--- config.mk ---
export PLATFORM = sky130hd
export DESIGN_NAME = flash_lock_seq
export DESIGN_NICKNAME = d
export VERILOG_FILES = /design/src/flash_lock_pkg.sv /design/src/flash_lock_seq.sv /design/src/lock_bit_store.sv
export VERILOG_INCLUDE_DIRS = /design/src /design/src/src
export SDC_FILE = /design/constraint.sdc
export NUM_CORES = 1
export LEC_CHECK = 0
export BUFFER_PORTS_ARGS = -buffer_cell sky130_fd_sc_hd__buf_2
export CORE_MARGIN = 10
export CORE_UTILIZATION = 60
export CTS_BUF_LIST = sky130_fd_sc_hd__clkbuf_8 sky130_fd_sc_hd__clkbuf_16
export CTS_CLUSTER_SIZE = 12
export DETAILED_ROUTE_END_ITERATION = 10
export PLACE_DENSITY_LB_ADDON = 0.15
export SLEW_MARGIN = 20
export SYNTH_ARGS = -nofsm -noshare
export SYNTH_HDL_FRONTEND = slang
export SYNTH_SLANG_ARGS = --single-unit
--- constraint.sdc ---
create_clock -name clk_sys -period 9.2 [get_ports clk_sys]
set_clock_uncertainty 0.2 [all_clocks]
set_input_delay 0.46 -clock clk_sys [delete_from_list [all_inputs] [get_ports clk_sys]]
set_output_delay 0.46 -clock clk_sys [all_outputs]
set_load 0.02 [all_outputs]
--- src/flash_lock_map.svh ---
// constants for the flash block lock sequencer: commands, bit positions, block map, timing
`ifndef FLASH_LOCK_MAP_SVH
`define FLASH_LOCK_MAP_SVH

// ==========================================================
// command words written to any flash address
`define CMD_READ_ARRAY     16'hffff
`define CMD_PAGE_PROG      16'h4141
`define CMD_LOCK_PROG      16'h7777
`define CMD_BLOCK_ERASE    16'h2020
`define CMD_ERASE_UNLOCKED 16'ha7a7
`define CMD_READ_STATUS    16'h7070
`define CMD_CLEAR_STATUS   16'h5050
`define CMD_READ_LOCK      16'h7171
`define CMD_VERIFY         16'hd0d0

// ==========================================================
// geometry
`define NUM_BLOCKS 11
`define ADDR_W     20
`define DATA_W     16
`define BLK_IDX_W  4

// last even address of each block
`define BLOCK_END_0  20'h03ffe
`define BLOCK_END_1  20'h05ffe
`define BLOCK_END_2  20'h07ffe
`define BLOCK_END_3  20'h0fffe
`define BLOCK_END_4  20'h1fffe
`define BLOCK_END_5  20'h2fffe
`define BLOCK_END_6  20'h3fffe
`define BLOCK_END_7  20'h4fffe
`define BLOCK_END_8  20'h5fffe
`define BLOCK_END_9  20'h6fffe
`define BLOCK_END_10 20'h7fffe

// ==========================================================
// field positions
`define LOCK_PRIMARY_BIT 1
`define LOCK_MIRROR_BIT  9
`define STAT_READY_BIT     7
`define STAT_ERASE_ERR_BIT 5
`define STAT_PROG_ERR_BIT  4

// ==========================================================
// timing
`define CLK_HZ          25000000
`define PAGE_PROG_MS    8
`define BLOCK_ERASE_MS  50
`define PAGE_PROG_CYC   (`PAGE_PROG_MS * (`CLK_HZ / 1000))
`define BLOCK_ERASE_CYC (`BLOCK_ERASE_MS * (`CLK_HZ / 1000))
`define TIMER_W         21

`endif

--- src/flash_lock_pkg.sv ---
// types shared by the flash block lock sequencer
package flash_lock_pkg;
  `include "flash_lock_map.svh"

  // ==========================================================
  // sequencer states
  typedef enum logic [2:0] {
    ST_ARRAY,
    ST_STATUS,
    ST_LOCK_READ,
    ST_PAGE_DATA,
    ST_CONFIRM,
    ST_BUSY
  } seq_state_t;

  // operation waiting for confirm or running
  typedef enum logic [2:0] {
    OP_NONE,
    OP_LOCK,
    OP_ERASE,
    OP_ERASE_ALL,
    OP_PROG
  } pend_op_t;

  typedef logic [`NUM_BLOCKS-1:0] block_mask_t;
  typedef logic [`BLK_IDX_W-1:0]  block_idx_t;
endpackage

--- src/flash_lock_seq.sv ---
// flash command sequencer with per-block lock bits and lock status readout
// ==========================================================
// How it works
// - lock status word read-only, set by reads
// - one lock bit per block, addressed
// - bit 1 lock flag, bit 9 copy
// - other status bits meaningless, read zero
// - lock program command clears block lock bit
// - override then erase sets lock bit
// - only erase can set a lock bit
// - lock bits survive reset and power loss
// - completion shown by ready, times nominal
// - lock read command, then read block end
// - locked block refuses program and erase unless override is high
`timescale 1ns/100ps
module flash_lock_seq import flash_lock_pkg::*; #(
  parameter int PAGE_PROG_CYCLES   = `PAGE_PROG_CYC,
  parameter int BLOCK_ERASE_CYCLES = `BLOCK_ERASE_CYC
) (
  // clock and reset
  input  wire logic                 clk_sys,
  input  wire logic                 rst_n,
  // cpu write
  input  wire logic                 wr_en,
  input  wire logic [`ADDR_W-1:0]   wr_addr,
  input  wire logic [`DATA_W-1:0]   wr_data,
  // cpu read
  input  wire logic                 rd_en,
  input  wire logic [`ADDR_W-1:0]   rd_addr,
  output logic      [`DATA_W-1:0]   rd_data_r,
  output logic                      rd_valid_r,
  // array and control
  input  wire logic [`DATA_W-1:0]   array_rdata,
  input  wire logic                 protection_override,
  // status
  output logic                      flash_ready_r
);

  // ==========================================================
  // block map
  localparam logic [`ADDR_W-1:0] BLOCK_END [`NUM_BLOCKS] = '{
    `BLOCK_END_0, `BLOCK_END_1, `BLOCK_END_2, `BLOCK_END_3, `BLOCK_END_4, `BLOCK_END_5,
    `BLOCK_END_6, `BLOCK_END_7, `BLOCK_END_8, `BLOCK_END_9, `BLOCK_END_10};

  // index of the block holding an address
  function automatic block_idx_t block_of(input logic [`ADDR_W-1:0] a);
    block_of = '0;
    for (int i = `NUM_BLOCKS - 1; i >= 0; i--) begin
      if (a <= BLOCK_END[i]) begin
        block_of = block_idx_t'(i);
      end
    end
  endfunction
  // true only at the last even address of a block
  function automatic logic is_block_end(input logic [`ADDR_W-1:0] a);
    is_block_end = 1'b0;
    for (int i = 0; i < `NUM_BLOCKS; i++) begin
      if (a == BLOCK_END[i]) begin
        is_block_end = 1'b1;
      end
    end
  endfunction
  // lock word: flag on bit 1 and bit 9, the rest zero
  function automatic logic [`DATA_W-1:0] lock_word(input logic flag);
    lock_word = '0;
    lock_word[`LOCK_PRIMARY_BIT] = flag;
    lock_word[`LOCK_MIRROR_BIT]  = flag;
  endfunction

  // ==========================================================
  // state
  seq_state_t                state_r, state_nxt;
  pend_op_t                  op_r, op_nxt;
  block_idx_t                tgt_r, tgt_nxt;
  logic [`TIMER_W-1:0]       timer_r, timer_nxt;
  logic                      err_prog_r, err_prog_nxt;
  logic                      err_erase_r, err_erase_nxt;
  logic [`DATA_W-1:0]        rd_data_nxt;
  logic                      rd_valid_nxt;
  logic                      flash_ready_nxt;
  logic [`DATA_W-1:0]        block_lock_status_r, block_lock_status_nxt;
  block_mask_t               set_mask, clr_mask, lock_bits;
  logic [`DATA_W-1:0]        status_word;
  block_idx_t                wr_blk, rd_blk;
  logic                      wr_end, rd_end, err_any, wr_allowed, done;

  lock_bit_store u_store (
    .clk_sys   (clk_sys),
    .rst_n     (rst_n),
    .set_mask  (set_mask),
    .clr_mask  (clr_mask),
    .lock_bits (lock_bits)
  );

  // address decode shared by both paths
  always_comb begin
    wr_blk     = block_of(wr_addr);
    wr_end     = is_block_end(wr_addr);
    rd_blk     = block_of(rd_addr);
    rd_end     = is_block_end(rd_addr);
    err_any    = err_prog_r | err_erase_r;
    // a clear override takes effect on the very next operation
    wr_allowed = lock_bits[wr_blk] | protection_override;
    done       = (state_r == ST_BUSY) && (timer_r == `TIMER_W'(1));
    status_word = '0;
    status_word[`STAT_READY_BIT]     = (state_r != ST_BUSY);
    status_word[`STAT_ERASE_ERR_BIT] = err_erase_r;
    status_word[`STAT_PROG_ERR_BIT]  = err_prog_r;
  end

  // ==========================================================
  // command sequencer
  always_comb begin
    state_nxt     = state_r;
    op_nxt        = op_r;
    tgt_nxt       = tgt_r;
    timer_nxt     = timer_r;
    err_prog_nxt  = err_prog_r;
    err_erase_nxt = err_erase_r;
    set_mask      = '0;
    clr_mask      = '0;
    if (state_r == ST_BUSY) begin
      // writes are ignored while the array works
      timer_nxt = timer_r - `TIMER_W'(1);
      if (done) begin
        state_nxt = ST_STATUS;
        op_nxt    = OP_NONE;
        unique case (op_r)
          OP_LOCK:      clr_mask = block_mask_t'(1) << tgt_r;
          OP_ERASE:     set_mask = block_mask_t'(1) << tgt_r;
          OP_ERASE_ALL: set_mask = protection_override ? '1 : lock_bits;
          default:      set_mask = '0;
        endcase
      end
    end else if (wr_en) begin
      if (state_r == ST_PAGE_DATA) begin
        // data write: start only on an open block or with override high, and no error pending
        if (err_any || !wr_allowed) begin
          err_prog_nxt = 1'b1;
          state_nxt    = ST_STATUS;
          op_nxt       = OP_NONE;
        end else begin
          state_nxt = ST_BUSY;
          op_nxt    = OP_PROG;
          tgt_nxt   = wr_blk;
          timer_nxt = `TIMER_W'(PAGE_PROG_CYCLES);
        end
      end else if (state_r == ST_CONFIRM && wr_data == `CMD_VERIFY) begin
        tgt_nxt = wr_blk;
        if (op_r == OP_ERASE_ALL) begin
          if (err_any) begin
            err_erase_nxt = 1'b1;
            state_nxt     = ST_STATUS;
          end else begin
            state_nxt = ST_BUSY;
            timer_nxt = `TIMER_W'(BLOCK_ERASE_CYCLES);
          end
        end else if (!wr_end || err_any) begin
          err_prog_nxt  = err_prog_r | (op_r == OP_LOCK);
          err_erase_nxt = err_erase_r | (op_r == OP_ERASE);
          state_nxt     = ST_STATUS;
        end else if (op_r == OP_ERASE && !wr_allowed) begin
          err_erase_nxt = 1'b1;
          state_nxt     = ST_STATUS;
        end else begin
          state_nxt = ST_BUSY;
          timer_nxt = (op_r == OP_LOCK) ? `TIMER_W'(PAGE_PROG_CYCLES) : `TIMER_W'(BLOCK_ERASE_CYCLES);
        end
        if (state_nxt == ST_STATUS) begin
          op_nxt = OP_NONE;
        end
      end else if (state_r == ST_CONFIRM && wr_data == `CMD_READ_ARRAY) begin
        // cancel without error
        state_nxt = ST_ARRAY;
        op_nxt    = OP_NONE;
      end else if (state_r == ST_CONFIRM) begin
        // any other word ends the pending command in error
        err_prog_nxt  = err_prog_r | (op_r == OP_LOCK);
        err_erase_nxt = err_erase_r | (op_r != OP_LOCK);
        state_nxt     = ST_STATUS;
        op_nxt        = OP_NONE;
      end else begin
        // plain command decode; unknown words are ignored
        unique case (wr_data)
          `CMD_READ_ARRAY:     state_nxt = ST_ARRAY;
          `CMD_READ_STATUS:    state_nxt = ST_STATUS;
          `CMD_READ_LOCK:      state_nxt = ST_LOCK_READ;
          `CMD_PAGE_PROG:      state_nxt = ST_PAGE_DATA;
          `CMD_CLEAR_STATUS: begin
            err_prog_nxt  = 1'b0;
            err_erase_nxt = 1'b0;
          end
          `CMD_LOCK_PROG: begin
            state_nxt = ST_CONFIRM;
            op_nxt    = OP_LOCK;
          end
          `CMD_BLOCK_ERASE: begin
            state_nxt = ST_CONFIRM;
            op_nxt    = OP_ERASE;
          end
          `CMD_ERASE_UNLOCKED: begin
            state_nxt = ST_CONFIRM;
            op_nxt    = OP_ERASE_ALL;
          end
          default:             state_nxt = state_r;
        endcase
      end
    end
    flash_ready_nxt = (state_nxt != ST_BUSY);
  end

  // ==========================================================
  // read path; the lock word register only changes on a lock read
  always_comb begin
    rd_valid_nxt          = rd_en;
    rd_data_nxt           = rd_data_r;
    block_lock_status_nxt = block_lock_status_r;
    if (rd_en) begin
      unique case (state_r)
        ST_ARRAY:     rd_data_nxt = array_rdata;
        ST_LOCK_READ: begin
          if (rd_end) begin
            block_lock_status_nxt = lock_word(lock_bits[rd_blk]);
            rd_data_nxt           = block_lock_status_nxt;
          end else begin
            rd_data_nxt = '0;
          end
        end
        default:      rd_data_nxt = status_word;
      endcase
    end
  end

  // control registers
  always_ff @(posedge clk_sys) begin
    if (!rst_n) begin
      state_r       <= ST_ARRAY;
      op_r          <= OP_NONE;
      tgt_r         <= '0;
      timer_r       <= '0;
      err_prog_r    <= 1'b0;
      err_erase_r   <= 1'b0;
      rd_data_r     <= '0;
      rd_valid_r    <= 1'b0;
      flash_ready_r <= 1'b1;
    end else begin
      state_r       <= state_nxt;
      op_r          <= op_nxt;
      tgt_r         <= tgt_nxt;
      timer_r       <= timer_nxt;
      err_prog_r    <= err_prog_nxt;
      err_erase_r   <= err_erase_nxt;
      rd_data_r     <= rd_data_nxt;
      rd_valid_r    <= rd_valid_nxt;
      flash_ready_r <= flash_ready_nxt;
    end
  end
  // left unreset on purpose: its content is undefined until a lock read
  always_ff @(posedge clk_sys) begin
    block_lock_status_r <= block_lock_status_nxt;
  end
endmodule

--- src/lock_bit_store.sv ---
// nonvolatile per-block lock bit array
`timescale 1ns/100ps
module lock_bit_store import flash_lock_pkg::*; (
  // clock and reset (reset is seen only by the checks)
  input  wire logic        clk_sys,
  input  wire logic        rst_n,
  // update strobes
  input  wire block_mask_t set_mask,
  input  wire block_mask_t clr_mask,
  // stored bits
  output block_mask_t      lock_bits
);

  // ==========================================================
  // storage
  block_mask_t bits_r = '1;  // a fresh part starts erased, every block open
  block_mask_t bits_nxt;

  // set only comes from an erase; no reset so the bits survive it
  always_comb begin
    bits_nxt = (bits_r & ~clr_mask) | set_mask;
  end

  always_ff @(posedge clk_sys) begin
    bits_r <= bits_nxt;
  end

  assign lock_bits = bits_r;
endmodule

==> summary.md <==
| Metric | Value |
|---|---|
| Number of levels the H-tree was split into | 3 |
| Total design power | 0.5875 mW |
| Relative contribution of the clock network to total power | 33.7% |
| Int Power | approximately 0.41 mW |
| Initial DRC count | 393 |
| Vias in the first global route | about 4700 |
| Destination of the worst register-to-register timing path | timer_r[1]$_SDFFE_PN0P_ |
| Total met3 wirelength after detailed routing | 983 um |
| Number of antenna violations at the first check in global routing | 0 |
| Maximum number of pins on one net before global-route repair | 38 |
| Synth Instances | 590 |
| Core region area | 7214 sq um |
| Fraction of layout instances using a drive strength above 1 | a little over a fifth |
| Vias | 4935 |
| Setup Viol. Count Final | 0 |
| DRT Wirelength | 13080 um |
| Sequential area share after synthesis | between 20% and 30% |
| Flop pwr share | between 40% and 50% |
| Max-slew violations | 0 |
| Clock transition time at the flip-flop clock pins of the worst setup and hold paths | 0.07 ns |
| Crit. Startpoint | state_r[1]$_SDFF_PN0_ |
| Combinational cell fraction of total power | 18.4% |
| Final Wtd Congestion | 0.9451 |
| CP Class | register to register |
| Number of hold violations in the final report | 0 |
| CTS sink count | 62 |
| Avg WL per Cell | about 17 um |
| Global-route wire length before repair | about 22000 um |
| Arrival time of data at the critical path endpoint | 3.90 ns |
| Later-pin clock latency in the skew report | 0.35 ns |
| P_sw | 0.1770 mW |
| Data required, critical path | 9.19 ns |
| Share of flip-flops with an asynchronous set or reset | 0% |
| Classification of the worst-slack hold path | primary input to register |
| WL met1 | 5169 um |
| Number of primary I/O pins | 95 |
| Time the worst path needs with I/O delays and setup | around 3.9 ns |
| Number of hold buffers added after CTS | 0 |
| Clock tree from TritonCTS | yes |
| Overall overflow remaining after global route | 0 |
| Average instance area after synthesis | 7.520 sq um |
| Crit path to | timer_r[1]$_SDFFE_PN0P_ |
| DIE AREA | between 10000 and 15000 sq um |
| Post-Route Hold Slack | between 0.1 and 0.15 ns |
| Sequential cell area | 1241 sq um |
| PD cells | 116.4 nW/um^2 |
| Least-Margin Pin Slew | 0.9721 ns |
| Initial core utilization | 61.50% |
| DRC violation count after routing | 0 |
| Maximum cell stage delay along the critical path | approximately 0.74 ns |
| Type of destination of the critical path | register |
| Vias per cell | 6.376 |
| Worst vdd rail ir drop | 0.00009031 V |
| Leak pwr | 2.046 nW |
| Number of detailed-route iterations in the first pass | 5 |
| Largest fanout on the critical path | 21 |
| Number of buffers inserted during clock tree synthesis | 9 |
| Antenna Violating Nets Remaining | 0 |
| Cell Area, Placed | 4893 sq um |
| Kind of launch point of the worst setup path | register |
| Reg2reg path depth | 9 |
| Number of input and output port buffers inserted | 94 |
| Post-synth EDFFs | 0 |
| R2R Setup Slk | 5.28 ns |
| Post-layout instance area | 5049 sq um |
| FMAX | 255.3 MHz |
| Final #Nets | 750 |
| Nets in the synthesized netlist | 669 |
| #FFs+latches synth | 62 |
| Number of synthesis warnings | 0 |
| Top sig layer | met4 |
| Count of standard-cell rows | 31 |
| Overall die height | 106.0 um |
| Final HPWL DP | 10040 um |
| Critical Path Slowest Stage Cell | sky130_fd_sc_hd__a21oi_2 |
| FILL cells | 643 |
| Die X-Extent | ~110 um |
| Maximum buffer depth of the clock tree | 2 |
| Antenna Diode Count | 0 |
| Clock root cell | sky130_fd_sc_hd__clkbuf_8 |
| Final sum of negative setup slack | 0 ns |
| Worst slew margin relative to its limit | roughly a third |
| DR WL met2 | 6718 um |
| Multi-input logic area | 2998 sq um |
| Maximum capacitance violations | 0 |
| Switching share of total power | between 30 and 40% |
| FF-to-FF Start | state_r[1]$_SDFF_PN0_ |
| Outcome | finished clean |
| Post-CTS setup buffer count | 0 |
| P&R area growth vs syn | 13.79% |
| Most instantiated flip-flop cell in the synthesis netlist | sky130_fd_sc_hd__dfxtp_1 |
| Netlist area before placement | 4437 sq um |
| Cell Chain, Critical Path | nor2b_1, nand2b_1, or4b_1, nor3_1, and4_4, o311a_1, nor2_1, a21oi_2, o32ai_1 |
| Gr usage total | 22.62% |
| RSZ-0062 raised after global routing | no |
| Post-CTS resize count | 0 |
| Portion of the clock cycle consumed by the worst path in the final layout | 42.57% |
| Number of distinct library cells after synthesis | 84 |
==> Yosys cell counts, types with 10 or more instances <==
library cell	number	area share [%]
sky130_fd_sc_hd__o211ai_1	12	2.0
sky130_fd_sc_hd__nor2_1	71	6.0
sky130_fd_sc_hd__nor3_1	19	2.1
sky130_fd_sc_hd__o21ai_0	36	4.1
sky130_fd_sc_hd__clkbuf_1	14	1.2
sky130_fd_sc_hd__nand2b_1	14	2.0
sky130_fd_sc_hd__mux2i_1	13	2.9
sky130_fd_sc_hd__a21oi_1	44	5.0
sky130_fd_sc_hd__nor4_1	10	1.4
sky130_fd_sc_hd__nand4_1	14	2.0
sky130_fd_sc_hd__nand2_1	71	6.0
sky130_fd_sc_hd__inv_1	14	1.2
sky130_fd_sc_hd__dfxtp_1	62	28
sky130_fd_sc_hd__nand3_1	21	2.4
==> registers in the layout, summed over array words and instances (netlist names) <==
signal             cells
rd_data_r             16
tgt_r                  4
op_r                   3
err_erase_r            1
rd_valid_r             1
flash_ready_r          1
timer_r               21
state_r                3
err_prog_r             1
u_store.lock_bits     11
==> worst min path at each step <==
| stage | from | end | slack [ns] | cells past startpoint |
|---|---|---|---|---|
| global placement | timer_r[11]$_SDFFE_PN0P_ | timer_r[11]$_SDFFE_PN0P_ | 0.25 | 2 |
| CTS | array_rdata[14] | rd_data_r[14]$_SDFFE_PN0P_ | 0.12 | 2 |
| finish | array_rdata[9] | rd_data_r[9]$_SDFFE_PN0P_ | 0.12 | 3 |
| global route | array_rdata[12] | rd_data_r[12]$_SDFFE_PN0P_ | 0.12 | 2 |
| floorplan | timer_r[15]$_SDFFE_PN0P_ | timer_r[15]$_SDFFE_PN0P_ | 0.23 | 1 |
| detailed placement | timer_r[8]$_SDFFE_PN0P_ | timer_r[8]$_SDFFE_PN0P_ | 0.26 | 2 |
==> layout make-up <==
class / count / area share (%)
Inverter: 14 / 1.041
Sequential cell: 62 / 24.58
Tap cell: 99 / 2.454
Timing Repair Buffer: 95 / 9.467
Clock buffer: 9 / 2.454
Multi-Input combinational cell: 489 / 59.38
Clock inverter: 6 / 0.6196
==> kinds of logic (layout without fill, tap and decap cells) <==
| family | count (synthesis) | after routing | synth area share (%) |
|---|---|---|---|
| adder cells (fa/ha/maj) | 2 | 2 | 0.5639 |
| AO/OA/AOI/OAI | 169 | 169 | 26.37 |
| flip-flops | 62 | 62 | 27.98 |
| AND/OR/NAND/NOR | 299 | 299 | 35.70 |
| multiplexers | 17 | 17 | 4.540 |
| XOR/XNOR | 2 | 2 | 0.3949 |
| buffers and inverters | 39 | 124 | 4.456 |
==> cell usage in the layout, fill, tap and decap left out, drive strengths merged, types with 3 or more instances in the layout <==
cell type  synthesis  routed
mux2i             13      13
inv               14      15
nand2             71      71
o31ai              6       6
or4                5       5
nor3b              5       5
o22ai              3       3
a211oi             4       4
and4               8       8
a221oi             3       3
buf                6      95
and2               7       7
nand4             15      15
nor3              19      19
or2b               3       3
a22o               8       8
or3                9       9
a21oi             45      45
clkbuf            18       9
dfxtp             62      62
o2bb2ai            9       9
nand2b            14      14
o211ai            12      12
a31oi              8       8
clkinv             0       4
o311ai             3       3
nor2b              8       8
nand3             21      21
nand3b             5       5
a22oi              5       5
o21ai             36      36
and3               7       7
nor2              71      71
nor4              11      11
or2               10      10
o2111a             3       3
a211o              4       4
==> critical path, delay by kind of cell (launching register included) <==
family / cells / cell delay (ns)
AOI/OAI and AO/OA: 3 / 1.27
DFF: 1 / 0.44
and+or+nand+nor: 6 / 1.82
==> power groups by stage <==
stage               clock network, mW  logic [mW]  registers, mW
global placement                    0       0.103          0.286
detailed placement                  0       0.106          0.287
CTS                             0.202       0.107          0.281
global route                    0.212       0.119          0.282
floorplan                           0      0.0639          0.291
finish                          0.198       0.108          0.281
==> layer usage <==
layer  track usage (%)  vias to the layer above
met5                 0                        -
met4             6.867                        0
met3             5.072                       23
met2             40.15                      213
met1             26.46                     2312
li1                  -                     2387
==> per-stage QoR <==
step | instances | worst slack (ns) | utilization (%)
finish | 774 | 5.284 | 69.98
global route | 774 | 5.064 | 69.98
CTS | 774 | 5.376 | 69.98
detailed placement | 759 | 5.011 | 67.83
global placement | 759 | 5.202 | 67.83
floorplan | 590 | 5.938 | -
Note: power is estimated with default switching activity, not from simulation.
